==> src/rtl/hvp_map.svh <==
// register offsets, field positions, reset values and scaler constants
`ifndef HVP_MAP_SVH
`define HVP_MAP_SVH
`define HVP_OFS_RATIO 8'hA0
`define HVP_OFS_ACCUM 8'hA1
`define HVP_OFS_PFWG 8'hA2
`define HVP_OFS_BANK_B 8'h30
`define HVP_NREG_LAST 8'h02
`define HVP_RST_RATIO 8'h01
`define HVP_RST_ACCUM 8'h00
`define HVP_RST_PFWG 8'h00
`define HVP_F_RATIO 5:0
`define HVP_F_LEN 5:0
`define HVP_F_SHIFT 2:0
`define HVP_F_C2 3
`define HVP_F_PFY 5:4
`define HVP_F_PFC 7:6
`define HVP_FS_UNIT 14'h0400
`define HVP_PH_BITS 6
`define HVP_PH_MSB 9
`define HVP_PH_LSB 4
`endif

==> src/rtl/hvp_pkg.sv <==
// types shared by the horizontal prescaler files
package hvp_pkg;
	typedef enum logic [1:0] {PF_BYPASS, PF_121, PF_CIF, PF_12221} hvp_pf_t;
	typedef enum logic {FS_IDLE, FS_RUN} hvp_fs_t;
endpackage

==> src/rtl/hvp_buf2.sv <==
// two-entry valid/ready buffer with registered head entry
`timescale 1ns/10ps
module hvp_buf2 #(
	parameter int W = 18
) (
	input wire logic i_clk,
	input wire logic i_rst,
	input wire logic i_ce,
	input wire logic i_clr,
	input wire logic i_valid,
	output logic o_ready,
	input wire logic [W-1:0] i_data,
	output logic o_valid,
	input wire logic i_ready,
	output logic [W-1:0] o_data
);
	logic [1:0] cnt;
	logic [W-1:0] e1;
	logic push;
	logic pop;

	// handshakes come straight from the fill count
	assign o_ready = (cnt != 2'h2);
	assign o_valid = (cnt != 2'h0);
	assign push = i_valid && o_ready;
	assign pop = i_ready && o_valid;

	// fill count
	always_ff @(posedge i_clk or posedge i_rst) begin
		if (i_rst) begin
			cnt <= 2'h0;
		end else if (i_ce) begin
			if (i_clr) begin
				cnt <= 2'h0;
			end else if (push && !pop) begin
				cnt <= 2'(cnt + 2'h1);
			end else if (pop && !push) begin
				cnt <= 2'(cnt - 2'h1);
			end
		end
	end

	// entries: head always sits in o_data
	always_ff @(posedge i_clk or posedge i_rst) begin
		if (i_rst) begin
			o_data <= '0;
			e1 <= '0;
		end else if (i_ce && !i_clr) begin
			if (push && (!pop || cnt == 2'h1) && cnt != 2'h2 && (cnt == 2'h0 || pop)) begin
				o_data <= i_data;
			end else if (push && !pop) begin
				e1 <= i_data;
			end else if (pop) begin
				o_data <= e1;
				if (push) begin
					e1 <= i_data;
				end
			end
		end
	end
endmodule // hvp_buf2

==> src/rtl/hvp_scaler.sv <==
// horizontal prefilter, integer prescaler and phase fine scaler
// How it works
// - scale ratio is one over prescale times 1024 over fine increment
// - fine scaler interpolates outputs at a 6-bit sub-pixel phase
// - accumulation length field 0..63 averages 1 to 64 pixels
// - weighting bit low gives all ones, high doubles inner pixels
// - dc gain is (weight bit plus one) times length plus (one minus bit)
// - three-bit shift divides the sum by two to its power
// - prefilter plus accumulator form a low-pass up to 64 plus 7 taps
// - selectable prefilters cover scales 1 to 1/2, one tuned for CIF
// - fine scaler spans threefold zoom down to 1024/8191
// - two prescaler banks, one per task, at A0h and D0h
// - prefilter select: bypass, 1-2-1, CIF kernel, 1-2-2-2-1
// - original sample is copied as first and last prescaler pixel of a line; the fine scaler emits only the first unchanged
// - luma and chroma share timing and ratio, filters may differ
`timescale 1ns/10ps
`include "hvp_map.svh"
module hvp_scaler (
	input wire logic i_ref_clk,
	input wire logic i_rst,
	input wire logic i_ce,
	input wire logic i_swrst_n,
	input wire logic i_task_b,
	input wire logic [7:0] i_reg_addr,
	input wire logic [7:0] i_reg_wdata,
	input wire logic i_reg_we,
	input wire logic i_reg_re,
	output logic [7:0] o_reg_rdata,
	input wire logic [12:0] i_fine_scale_increment,
	input wire logic i_pix_valid,
	output logic o_pix_ready,
	input wire logic [7:0] i_pix_y,
	input wire logic [7:0] i_pix_c,
	input wire logic i_pix_sol,
	input wire logic i_pix_eol,
	output logic o_out_valid,
	input wire logic i_out_ready,
	output logic [7:0] o_out_y,
	output logic [7:0] o_out_c
);
	logic [7:0] cfg [2][3];
	logic [7:0] off;
	logic wr_bank;
	logic wr_hit;
	logic [5:0] int_prescale_ratio;
	logic [5:0] accum_length;
	logic [2:0] gain_renorm_shift;
	logic center_double_weight;
	logic [1:0] pf_sel [2];
	logic b_valid;
	logic [17:0] b_data;
	logic fetch;
	logic [6:0][7:0] tap [2];
	logic [7:0] filt [2];
	logic [3:0] fl_v;
	logic [3:0] fl_s;
	logic [3:0] fl_e;
	logic step;
	logic sol3;
	logic eol3;
	logic start;
	logic sel;
	logic nxt;
	logic [5:0] pc;
	logic slot_act [2];
	logic [5:0] slot_cnt [2];
	logic [15:0] sy [2];
	logic [15:0] sc [2];
	logic [15:0] nsy [2];
	logic [15:0] nsc [2];
	logic dn [2];
	logic ps_valid;
	logic ps_sol;
	logic [7:0] ps_y;
	logic [7:0] ps_c;
	hvp_pkg::hvp_fs_t fs_state;
	logic [13:0] pos;
	logic [7:0] s0y;
	logic [7:0] s1y;
	logic [7:0] s0c;
	logic [7:0] s1c;
	logic need;
	logic fs_take;
	logic emit;
	logic [5:0] ph;

	// prefilter kernels, centre tap is t[3]
	function automatic logic [7:0] pf(input logic [1:0] s, input logic chroma, input logic [6:0][7:0] t);
		int a;
		case (hvp_pkg::hvp_pf_t'(s))
			hvp_pkg::PF_121: a = (int'(t[2]) + 2 * int'(t[3]) + int'(t[4]) + 2) >>> 2;
			hvp_pkg::PF_CIF: begin
				if (chroma) begin
					a = (3 * int'(t[1]) + 8 * int'(t[2]) + 10 * int'(t[3]) + 8 * int'(t[4])
						+ 3 * int'(t[5]) + 16) >>> 5;
				end else begin
					a = (-4 * int'(t[0]) + 4 * int'(t[1]) + 7 * int'(t[2]) + 18 * int'(t[3])
						+ 7 * int'(t[4]) + 4 * int'(t[5]) - 4 * int'(t[6]) + 16) >>> 5;
				end
			end
			hvp_pkg::PF_12221: a = (int'(t[1]) + 2 * int'(t[2]) + 2 * int'(t[3]) + 2 * int'(t[4])
				+ int'(t[5]) + 4) >>> 3;
			default: a = int'(t[3]);
		endcase
		if (a < 0) begin
			a = 0;
		end else if (a > 255) begin
			a = 255;
		end
		return 8'(a);
	endfunction

	// power-of-two renormalisation with saturation
	function automatic logic [7:0] norm(input logic [15:0] v, input logic [2:0] sh);
		logic [15:0] q;
		q = v >> sh;
		return (q > 16'h00FF) ? 8'hFF : q[7:0];
	endfunction

	// linear interpolation between two samples at a 6-bit phase
	function automatic logic [7:0] lerp(input logic [7:0] a, input logic [7:0] b, input logic [5:0] p);
		int d;
		d = int'(b) - int'(a);
		return 8'(int'(a) + ((d * int'(p)) >>> `HVP_PH_BITS));
	endfunction

	// subaddress decode, bank b sits one fixed distance above bank a
	always_comb begin
		wr_bank = (i_reg_addr >= 8'(`HVP_OFS_RATIO + `HVP_OFS_BANK_B));
		off = 8'(i_reg_addr - (wr_bank ? 8'(`HVP_OFS_RATIO + `HVP_OFS_BANK_B) : `HVP_OFS_RATIO));
		wr_hit = (off <= `HVP_NREG_LAST);
	end

	// two register banks, one per task set
	always_ff @(posedge i_ref_clk or posedge i_rst) begin
		if (i_rst) begin
			for (int b = 0; b < 2; b++) begin
				cfg[b][0] <= `HVP_RST_RATIO;
				cfg[b][1] <= `HVP_RST_ACCUM;
				cfg[b][2] <= `HVP_RST_PFWG;
			end
		end else if (i_ce && i_reg_we && wr_hit) begin
			cfg[wr_bank][off[1:0]] <= i_reg_wdata;
		end
	end

	// registered read port, unmapped subaddresses read zero
	always_ff @(posedge i_ref_clk or posedge i_rst) begin
		if (i_rst) begin
			o_reg_rdata <= 8'h00;
		end else if (i_ce && i_reg_re) begin
			o_reg_rdata <= wr_hit ? cfg[wr_bank][off[1:0]] : 8'h00;
		end
	end

	// active task's settings steer the datapath
	assign int_prescale_ratio = cfg[i_task_b][0][`HVP_F_RATIO];
	assign accum_length = cfg[i_task_b][1][`HVP_F_LEN];
	assign gain_renorm_shift = cfg[i_task_b][2][`HVP_F_SHIFT];
	assign center_double_weight = cfg[i_task_b][2][`HVP_F_C2];
	assign pf_sel[0] = cfg[i_task_b][2][`HVP_F_PFY];
	assign pf_sel[1] = cfg[i_task_b][2][`HVP_F_PFC];

	hvp_buf2 #(.W(18)) u_in_buf (
		.i_clk(i_ref_clk),
		.i_rst(i_rst),
		.i_ce(i_ce),
		.i_clr(!i_swrst_n),
		.i_valid(i_pix_valid),
		.o_ready(o_pix_ready),
		.i_data({i_pix_sol, i_pix_eol, i_pix_y, i_pix_c}),
		.o_valid(b_valid),
		.i_ready(fetch),
		.o_data(b_data)
	);

	// front end advances only when the prescaler output slot is free
	assign fetch = i_ce && i_swrst_n && b_valid && !ps_valid;
	assign step = fetch && fl_v[3];
	assign sol3 = fl_s[3];
	assign eol3 = fl_e[3];

	// seven-tap prefilter delay lines, luma and chroma
	genvar ch;
	generate
		for (ch = 0; ch < 2; ch++) begin : g_pf
			assign filt[ch] = pf(pf_sel[ch], (ch == 1), tap[ch]);
			always_ff @(posedge i_ref_clk or posedge i_rst) begin
				if (i_rst) begin
					tap[ch] <= '0;
				end else if (fetch) begin
					tap[ch] <= {tap[ch][5:0], ch == 0 ? b_data[15:8] : b_data[7:0]};
				end
			end
		end
	endgenerate

	// line markers travel with the centre tap
	always_ff @(posedge i_ref_clk or posedge i_rst) begin
		if (i_rst) begin
			fl_v <= 4'h0;
			fl_s <= 4'h0;
			fl_e <= 4'h0;
		end else if (i_ce && !i_swrst_n) begin
			fl_v <= 4'h0;
		end else if (fetch) begin
			fl_v <= {fl_v[2:0], 1'b1};
			fl_s <= {fl_s[2:0], b_data[17]};
			fl_e <= {fl_e[2:0], b_data[16]};
		end
	end

	// a window opens every ratio pixels, shared by both channels
	assign start = step && (sol3 || (pc == 6'h00 && !eol3));
	assign sel = sol3 ? 1'b0 : nxt;

	// pixel-in-period counter and slot toggle
	always_ff @(posedge i_ref_clk or posedge i_rst) begin
		if (i_rst) begin
			pc <= 6'h00;
			nxt <= 1'b0;
		end else if (i_ce && !i_swrst_n) begin
			pc <= 6'h00;
			nxt <= 1'b0;
		end else if (step) begin
			if (sol3) begin
				pc <= (int_prescale_ratio <= 6'h01) ? 6'h00 : 6'h01;
			end else begin
				pc <= (6'(pc + 6'h01) >= int_prescale_ratio) ? 6'h00 : 6'(pc + 6'h01);
			end
			if (start) begin
				nxt <= ~sel;
			end
		end
	end

	// two accumulators so windows up to twice the ratio may overlap
	genvar s;
	generate
		for (s = 0; s < 2; s++) begin : g_acc
			logic st;
			logic [5:0] cur;
			logic hit;
			logic last;
			logic w2;
			assign st = start && (sel == (s == 1));
			assign cur = st ? 6'h00 : slot_cnt[s];
			assign hit = st || slot_act[s];
			assign last = (cur == accum_length);
			assign w2 = center_double_weight && cur != 6'h00 && !last;
			assign nsy[s] = 16'((st ? 16'h0000 : sy[s]) + (w2 ? {7'h00, filt[0], 1'b0} : {8'h00, filt[0]}));
			assign nsc[s] = 16'((st ? 16'h0000 : sc[s]) + (w2 ? {7'h00, filt[1], 1'b0} : {8'h00, filt[1]}));
			assign dn[s] = step && hit && last && !sol3 && !eol3;
			always_ff @(posedge i_ref_clk or posedge i_rst) begin
				if (i_rst) begin
					slot_act[s] <= 1'b0;
					slot_cnt[s] <= 6'h00;
					sy[s] <= 16'h0000;
					sc[s] <= 16'h0000;
				end else if (i_ce && !i_swrst_n) begin
					slot_act[s] <= 1'b0;
				end else if (step) begin
					if (eol3 || (sol3 && !st)) begin
						slot_act[s] <= 1'b0;
					end else if (hit) begin
						slot_act[s] <= !last;
						slot_cnt[s] <= 6'(cur + 6'h01);
						sy[s] <= nsy[s];
						sc[s] <= nsc[s];
					end
				end
			end
		end
	endgenerate

	// prescaler output: line-end copies win over a finishing window
	always_ff @(posedge i_ref_clk or posedge i_rst) begin
		if (i_rst) begin
			ps_valid <= 1'b0;
			ps_sol <= 1'b0;
			ps_y <= 8'h00;
			ps_c <= 8'h00;
		end else if (i_ce && !i_swrst_n) begin
			ps_valid <= 1'b0;
		end else if (step && (sol3 || eol3)) begin
			ps_valid <= 1'b1;
			ps_sol <= sol3;
			ps_y <= tap[0][3];
			ps_c <= tap[1][3];
		end else if (dn[0] || dn[1]) begin
			ps_valid <= 1'b1;
			ps_sol <= 1'b0;
			ps_y <= norm(dn[0] ? nsy[0] : nsy[1], gain_renorm_shift);
			ps_c <= norm(dn[0] ? nsc[0] : nsc[1], gain_renorm_shift);
		end else if (fs_take) begin
			ps_valid <= 1'b0;
		end
	end

	// fine scaler: position in 1/1024 input pixels
	assign need = (pos >= `HVP_FS_UNIT);
	assign ph = pos[`HVP_PH_MSB:`HVP_PH_LSB];
	assign fs_take = i_ce && i_swrst_n && ps_valid && (fs_state == hvp_pkg::FS_IDLE || need);
	assign emit = i_ce && i_swrst_n && fs_state == hvp_pkg::FS_RUN && !need && (!o_out_valid || i_out_ready);

	// sample pair and phase accumulator
	always_ff @(posedge i_ref_clk or posedge i_rst) begin
		if (i_rst) begin
			fs_state <= hvp_pkg::FS_IDLE;
			pos <= 14'h0000;
			s0y <= 8'h00;
			s1y <= 8'h00;
			s0c <= 8'h00;
			s1c <= 8'h00;
		end else if (i_ce && !i_swrst_n) begin
			fs_state <= hvp_pkg::FS_IDLE;
		end else if (fs_take) begin
			if (ps_sol) begin
				s1y <= ps_y;
				s1c <= ps_c;
				pos <= `HVP_FS_UNIT;
				fs_state <= hvp_pkg::FS_RUN;
			end else begin
				case (fs_state)
					hvp_pkg::FS_RUN: begin
						s0y <= s1y;
						s0c <= s1c;
						s1y <= ps_y;
						s1c <= ps_c;
						pos <= 14'(pos - `HVP_FS_UNIT);
					end
					default: fs_state <= hvp_pkg::FS_IDLE;
				endcase
			end
		end else if (emit) begin
			pos <= 14'(pos + {1'b0, i_fine_scale_increment});
		end
	end

	// output register held until the vertical scaler takes it
	always_ff @(posedge i_ref_clk or posedge i_rst) begin
		if (i_rst) begin
			o_out_valid <= 1'b0;
			o_out_y <= 8'h00;
			o_out_c <= 8'h00;
		end else if (i_ce && !i_swrst_n) begin
			o_out_valid <= 1'b0;
		end else if (emit) begin
			o_out_valid <= 1'b1;
			o_out_y <= lerp(s0y, s1y, ph);
			o_out_c <= lerp(s0c, s1c, ph);
		end else if (i_ce && i_out_ready) begin
			o_out_valid <= 1'b0;
		end
	end
endmodule // hvp_scaler

==> config.mk <==
export PLATFORM = sky130hd
export DESIGN_NAME = hvp_scaler
export DESIGN_NICKNAME = d
export VERILOG_FILES = /design/src/rtl/hvp_pkg.sv /design/src/rtl/hvp_buf2.sv /design/src/rtl/hvp_scaler.sv
export VERILOG_INCLUDE_DIRS = /design/src /design/src/rtl
export SDC_FILE = /design/constraint.sdc
export NUM_CORES = 2
export LEC_CHECK = 0
export BUFFER_PORTS_ARGS = -buffer_cell sky130_fd_sc_hd__buf_2
export CAP_MARGIN = 20
export CORE_MARGIN = 2
export CORE_UTILIZATION = 30
export CTS_CLUSTER_SIZE = 14
export DETAILED_ROUTE_END_ITERATION = 12
export HOLD_SLACK_MARGIN = 0.12
export SYNTH_ARGS = -nofsm -noshare
export SYNTH_HDL_FRONTEND = slang
export SYNTH_SLANG_ARGS = --single-unit
==> constraint.sdc <==
create_clock -name i_ref_clk -period 28.6 [get_ports i_ref_clk]
set_input_delay 7.15 -clock i_ref_clk [delete_from_list [all_inputs] [get_ports i_ref_clk]]
set_output_delay 7.15 -clock i_ref_clk [all_outputs]
set_load 0.03 [all_outputs]
# Yosys cells after proc, flatten, opt, wreduce, memory -nomap -nowiden
# Index checks and enable logic that the tools add are counted.
[op_classes]
add_sub_neg = 45
n_mul = 8
div_mod_pow = 0
magnitude_cmp = 16
n_eq_ne = 13
n_shift = 2
n_mux = 89
bitwise_logic = 10
reduce_logical = 98
[op_table]
columns = ["op", "n"]
rows = [
  ["$mux 8", 18],
  ["$mux 18", 6],
  ["$mux 16", 6],
  ["$mux 24", 4],
  ["$pmux 32 s3", 1],
  ["$mux 22", 3],
  ["$add 16x9->16", 4],
  ["$add 32x11->32", 2],
  ["$add 32x12->32", 2],
  ["$mux 14", 4],
  ["$bwmux 48", 1],
  ["$logic_and 1x1->1", 42],
  ["$add 8x9->10", 4],
  ["$mux 6", 6],
  ["$mux 9", 4],
  ["$mul 3x8->11 const A", 3],
  ["$pmux 11 s3", 1],
  ["$add 32x14->32", 1],
  ["$add 32x6->32 const B", 1],
  ["$gt 16x8->1 const B", 2],
  ["$gt 32x9->1 const B", 1],
  ["$lt 32x1->1 const B", 1],
  ["$shr 16x3->16", 2],
  ["$sub 32x11->32", 1],
  ["other kinds (62)", 161],
]
[totals]
reg_bits = 377
latch_bits = 0
ram_bits = 0
rom_bits = 0
input_bits = 56
output_inout_bits = 26
elab_cells = 330
memories = 0

# Logic depth before layout (Yosys ltp)
[logic_depth]
depth_word = 20
depth_mapped = 43
mapped_depth_nobuf = 42

# Cells and area by module
# From an unflattened synthesis, not the netlist that was laid out.
[hier_totals]
cells_unflattened = 3788
hier_area_um2 = 34755.8
[by_module_without_submodules]
columns = ["mod", "instances", "cells_each", "area_per_inst_um2", "seq_area_each_um2"]
rows = [
  ["hvp_scaler", 1, 3663, 32866.5, 8485.6],
  ["hvp_buf2", 1, 125, 1889.3, 950.9],
]

# Worst setup path before layout
# Ideal clock, no wire load.
[synth_path]
kind = "input to register"
from = "input port i_swrst_n"
to = "register ps_c[1]"
setup_ns = 0.082
t_arrival_ns = 12.659
required_time_ns = 28.518
path_slack_ns = 15.858
stages = 26
path_buffers = 7
cell_sequence = "nor4bb_1 > buf_2 > and2_1 > clkbuf_1 > nand2_1 > clkbuf_1 > clkbuf_1 > clkbuf_1 > nand2_1 > ha_1 > o21ai_0 > nand3b_1 > clkbuf_1 > buf_2 > mux2i_1 > fa_1 > a21o_1 > a221oi_1 > o21ai_0 > o21ai_0 > xor2_1 > mux2_2 > o22ai_1 > nor3_1 > o2111a_1 > o22ai_1"
[synth_between]
elab_chain_len = 18
word_cells_on_any_way = 48
cone_classes = "2 x add/sub; 1 x order compare; 2 x eq/ne; 1 x shift; 10 x mux; 1 x bitwise; 31 x reduce/logical"
[synth_lines]
columns = ["item", "line", "text"]
rows = [
  ["from (decl)", "hvp_scaler.sv:22", "input wire logic i_swrst_n,"],
  ["$logic_and 1x1->1 (3 in series)", "hvp_scaler.sv:178", "assign fetch = i_ce && i_swrst_n && b_valid && !ps_valid;"],
  ["$logic_and 1x1->1", "hvp_scaler.sv:179", "assign step = fetch && fl_v[3];"],
  ["$logic_and 1x1->1", "hvp_scaler.sv:214", "assign start = step && (sol3 || (pc == 6'h00 && !eol3));"],
  ["$logic_and 1x1->1", "hvp_scaler.sv:246", "assign st = start && (sel == (s == 1));"],
  ["$mux 6", "hvp_scaler.sv:247", "assign cur = st ? 6'h00 : slot_cnt[s];"],
  ["$eq 6x6->1 or $reduce_bool 6->1 (tied branches)", "hvp_scaler.sv:249, hvp_scaler.sv:250", ""],
  ["$logic_not 1->1 or $logic_and 1x1->1 (tied branches)", "hvp_scaler.sv:250", "assign w2 = center_double_weight && cur != 6'h00 && !last;"],
  ["$logic_and 1x1->1", "hvp_scaler.sv:250", ""],
  ["$mux 9", "hvp_scaler.sv:252", "assign nsc[s] = 16'((st ? 16'h0000 : sc[s]) + (w2 ? {7'h00, filt[1], 1'b0} : {8'h00, filt[1]}));"],
  ["$add 16x9->16", "hvp_scaler.sv:252", ""],
  ["$mux 16", "hvp_scaler.sv:294", "ps_c <= norm(dn[0] ? nsc[0] : nsc[1], gain_renorm_shift);"],
  ["$shr 16x3->16", "hvp_scaler.sv:116", "q = v >> sh;"],
  ["$gt 16x8->1", "hvp_scaler.sv:117", "return (q > 16'h00FF) ? 8'hFF : q[7:0];"],
  ["$mux 8", "hvp_scaler.sv:117", ""],
  ["$mux 8", "hvp_scaler.sv:290", "end else if (dn[0] || dn[1]) begin"],
  ["$mux 8", "hvp_scaler.sv:285", "end else if (step && (sol3 || eol3)) begin"],
  ["to (signal assigned)", "hvp_scaler.sv:289", "ps_c <= tap[1][3];"],
  ["to (signal assigned)", "hvp_scaler.sv:294", ""],
  ["to (decl)", "hvp_scaler.sv:75", "logic [7:0] ps_c;"],
]
# Parallel ways exist; a longest one is shown, timed or not. The select of a mux whose other input is x is not followed.
# A chain may end at the register's enable or synchronous reset.

# Final worst setup path
[layout_path]
from = "input port i_ce"
to = "register ps_c[1]"
[layout_between]
elab_chain_len = 18
word_cells_on_any_way = 47
cone_classes = "2 x add/sub; 1 x order compare; 2 x eq/ne; 1 x shift; 10 x mux; 1 x bitwise; 30 x reduce/logical"
[layout_lines]
columns = ["item", "line", "text"]
rows = [
  ["from (decl)", "hvp_scaler.sv:21", "input wire logic i_ce,"],
  ["$logic_and 1x1->1 (3 in series)", "hvp_scaler.sv:178", ""],
  ["$logic_and 1x1->1", "hvp_scaler.sv:179", ""],
  ["$logic_and 1x1->1", "hvp_scaler.sv:214", ""],
  ["$logic_and 1x1->1", "hvp_scaler.sv:246", ""],
  ["$mux 6", "hvp_scaler.sv:247", ""],
  ["$eq 6x6->1 or $reduce_bool 6->1 (tied branches)", "hvp_scaler.sv:249, hvp_scaler.sv:250", ""],
  ["$logic_not 1->1 or $logic_and 1x1->1 (tied branches)", "hvp_scaler.sv:250", ""],
  ["$logic_and 1x1->1", "hvp_scaler.sv:250", ""],
  ["$mux 9", "hvp_scaler.sv:252", ""],
  ["$add 16x9->16", "hvp_scaler.sv:252", ""],
  ["$mux 16", "hvp_scaler.sv:294", ""],
  ["$shr 16x3->16", "hvp_scaler.sv:116", ""],
  ["$gt 16x8->1", "hvp_scaler.sv:117", ""],
  ["$mux 8", "hvp_scaler.sv:117", ""],
  ["$mux 8", "hvp_scaler.sv:290", ""],
  ["$mux 8", "hvp_scaler.sv:285", ""],
]
# Parallel ways exist; a longest one is shown, timed or not. The select of a mux whose other input is x is not followed.

==> reports/qor.yml <==
run_status:
  outcome: "completed"
final_layout:
  postLayoutCellArea_um2: 38500
  nNetsFinal: 4502
  diodes: 0
  layoutNonFillerInstCount: 5441
  fillers: 11905
  final_layout_size_suffix_gt1_share_pct: 9.47
  area_delta_synth_final_pct: 10.4
timing:
  tightest_slew_ns: 1.13
  finalHoldViolCount: 0
  setup_viol: 0
  rsz0062_at_grt: "false"
  fin_ws_ns: 15.15
  slew_violations: 0
  relSlewSlack_pct: 24.5
  finalSetupTns_ns: 0
  finalCritPeriodShare_pct: 47.0
  fmax_ghz: 0.0744
  skew_ns: 0.0281
  period_needed_ns: 13.45
grt:
  grt_antenna_before_repair: 1
  gr-total-overflow: 0
  grt_use_total_pct: 15.6
  grt_pass1_wl_um: 153000
  grt_pass1_vias: 27869
  grt_max_degree: 162
  top_usage_layer: "met2"
  use_met1_pct: 20.2
  met3_usage_pct: 1.52
  grt_use_met2_pct: 27.4
synthesis:
  ys_warn_count: 0
  synth.most_common_cell: "nand2_1"
  syn_inst: 3872
  synth_common_cells: "nand2_1, dfrtp_1, ha_1"
  yosysSeqAreaShare_pct: 27.0
  synth.top_cell.area_share_pct: 26.9
  synth_edf_count: 0
  postSynth.asyncResetShare_pct: 100
  synth_top_cell_by_area: "dfrtp_1"
  netlist_top_cells_area: "dfrtp_1, fa_1, ha_1, nand2_1, o21ai_0"
  synth_area_per_cell_um2: 9.02
  syn_area_um2: 34900
  synth_ff_type: "dfrtp_1"
  syn_nets: 4491
  ys_ff_latch: 377
  synth_cell_types: 90
place:
  hpwl_um: 69300
  gp_congestion: 0.897
  placed_cells: 5358
  numPortBuffers: 81
  dpl_worst_slack_ns: 14.65
  dpl_cell_area_um2: 36900
clock_network:
  cts_htree_levels: 2
  clkSinkCount: 377
  cts-root-buf: "clkbuf_16"
  cts_made_buffers: 47
  clockBufferDepth: 3
  cts_tree: "built"
  postCtsSetupBuffers: 0
  path_clk_slew_ns: 0.06
  insertion_delay_ns: 0.61
  cts_resized: 0
  ctsHoldBuffers: 0
die:
  die_w_um: 345
  dieArea_um2: 119000
  ios: 82
  start_util_pct: 30.2
  coreArea_um2: 116000
  die_y_um: 345
  rows: 125
critical_path:
  crit_required_ns: 29.08
  worstPathMaxFanout: 69
  critPathLaunchType: "input port"
  crit_chain: "buf_2, nor4bb_4, buf_4, nand2_1, o211ai_1, nand4_1, nor3_2, nand3b_1, buf_4, mux2i_1, fa_1, a21o_1, a221oi_1, o21ai_0, o21ai_0, xor2_1, o22ai_1, o21a_1, nor3_1, o2111a_1, o22ai_1"
  critPathKind: "input port to register"
  crit_slowest_cell: "nand2_1"
  slowest_delay_ns: 0.61
  critPathArrivalTime_ns: 13.92
  endpoint_kind: "register"
drt:
  drt_iter0_markers: 1880
  vias: 27676
  viasPerCell: 5.09
  wl_per_cell_um: 17.0
  drc_errors: 0
  totalWireLength_um: 92400
  drtAntennaViolNets: 0
  drt_pass1_iterations: 7
job:
  cap_violations: 0
worst_hold_path:
  hold_path_class: "register to register"
## logic make-up (layout without fill, tap and decap cells)
kind of cell	Yosys count	after routing	synth area share (%)
fa+ha+maj	563	563	25.0
flops	377	377	27.0
buf+inv	485	530	5.33
simple gates	1179	1179	15.6
mux	215	215	6.92
xor+xnor	181	181	4.54
compound gates	872	872	15.6
## placed cells by master, fill, tap and decap left out, types with 26 or more instances in the layout
cell | netlist | layout
fa_1 | 226 | 226
and2_1 | 103 | 103
o22ai_1 | 31 | 31
nand2b_1 | 26 | 26
o21ai_0 | 278 | 277
o31ai_1 | 30 | 30
a21o_1 | 52 | 52
a31oi_1 | 26 | 26
nor2_1 | 169 | 167
inv_1 | 333 | 332
xor2_1 | 62 | 62
nor3_1 | 55 | 55
ha_1 | 337 | 337
xnor2_1 | 119 | 119
buf_2 | 6 | 81
nand2_1 | 612 | 612
o21bai_1 | 33 | 33
a211oi_1 | 35 | 35
nand3_1 | 56 | 56
clkbuf_16 | 0 | 47
dfrtp_1 | 375 | 375
mux2_2 | 119 | 119
o211ai_1 | 35 | 35
a21oi_1 | 213 | 213
mux2i_1 | 86 | 83
buf_4 | 1 | 29
## layout make-up
class / instances / area, um2 / area share (%)
sequential: 377 / 9440 / 24.5
multi-input combinational: 3010 / 23700 / 61.5
timing repair buffer: 111 / 643 / 1.67
tap: 1524 / 1910 / 4.95
clock buffer: 57 / 1280 / 3.33
inverter: 336 / 1270 / 3.29
clock inverter: 26 / 319 / 0.828
## path summary, 6_finish.rpt
| path | slack, ns | depth (start not counted) | end | start |
|---|---|---|---|---|
| max | 15.15 | 21 | ps_c[1]$_DFFE_PP0P_ | i_ce |
| min | 0.46 | 2 | sc[8]$_DFFE_PP0P_ | sc[8]$_DFFE_PP0P_ |
| max reg2reg | 17.12 | 39 | ps_y[1]$_DFFE_PP0P_ | tap[75]$_DFFE_PP0P_ |
| min reg2reg | 0.46 | 2 | sc[8]$_DFFE_PP0P_ | sc[8]$_DFFE_PP0P_ |
| max in group asynchronous | 20.48 | 3 | sc[8]$_DFFE_PP0P_ | i_rst |
| min in group asynchronous | 6.62 | 2 | o_out_y[5]$_DFFE_PP0P_ | i_rst |
## through the flow
stage / hold slack [ns] / util (%)
finish: 0.463 / 33.3
global route: 0.495 / 33.3
CTS: 0.469 / 33.3
detailed placement: 0.454 / 31.9
global placement: 0.449 / 31.9
floorplan: 0.437 / -
## flip-flops by register name, indices dropped and copies added, names as in the netlist, 4 cells and up
signal           cells
s1c                  8
fl_e                 4
u_in_buf.o_data     18
ps_y                 8
u_in_buf.e1         18
ps_c                 8
fl_v                 4
s0c                  8
o_out_c              8
s1y                  8
pos                 14
tap                104
sc                  32
pc                   6
cfg                 48
s0y                  8
o_reg_rdata          8
fl_s                 4
slot_cnt            12
o_out_y              8
sy                  32
## per-layer routing
| metal | wire length, um | share of wire [%] |
|---|---|---|
| met5 | 0 | 0 |
| met4 | 2800 | 3.0 |
| met3 | 3450 | 3.7 |
| met2 | 45300 | 49 |
| met1 | 40900 | 44 |
## critical path: cells and delay by family
kind	cells	cell delay [ns]
XOR/XNOR	1	0.22
adder cells (fa/ha/maj)	1	0.51
AND/OR/NAND/NOR	6	1.89
AO/OA/AOI/OAI	9	2.73
buffers and inverters	3	1.16
multiplexers	1	0.19
Power is not shown: default switching activity piles up to over one toggle a cycle in this logic, so the estimate is an artifact.
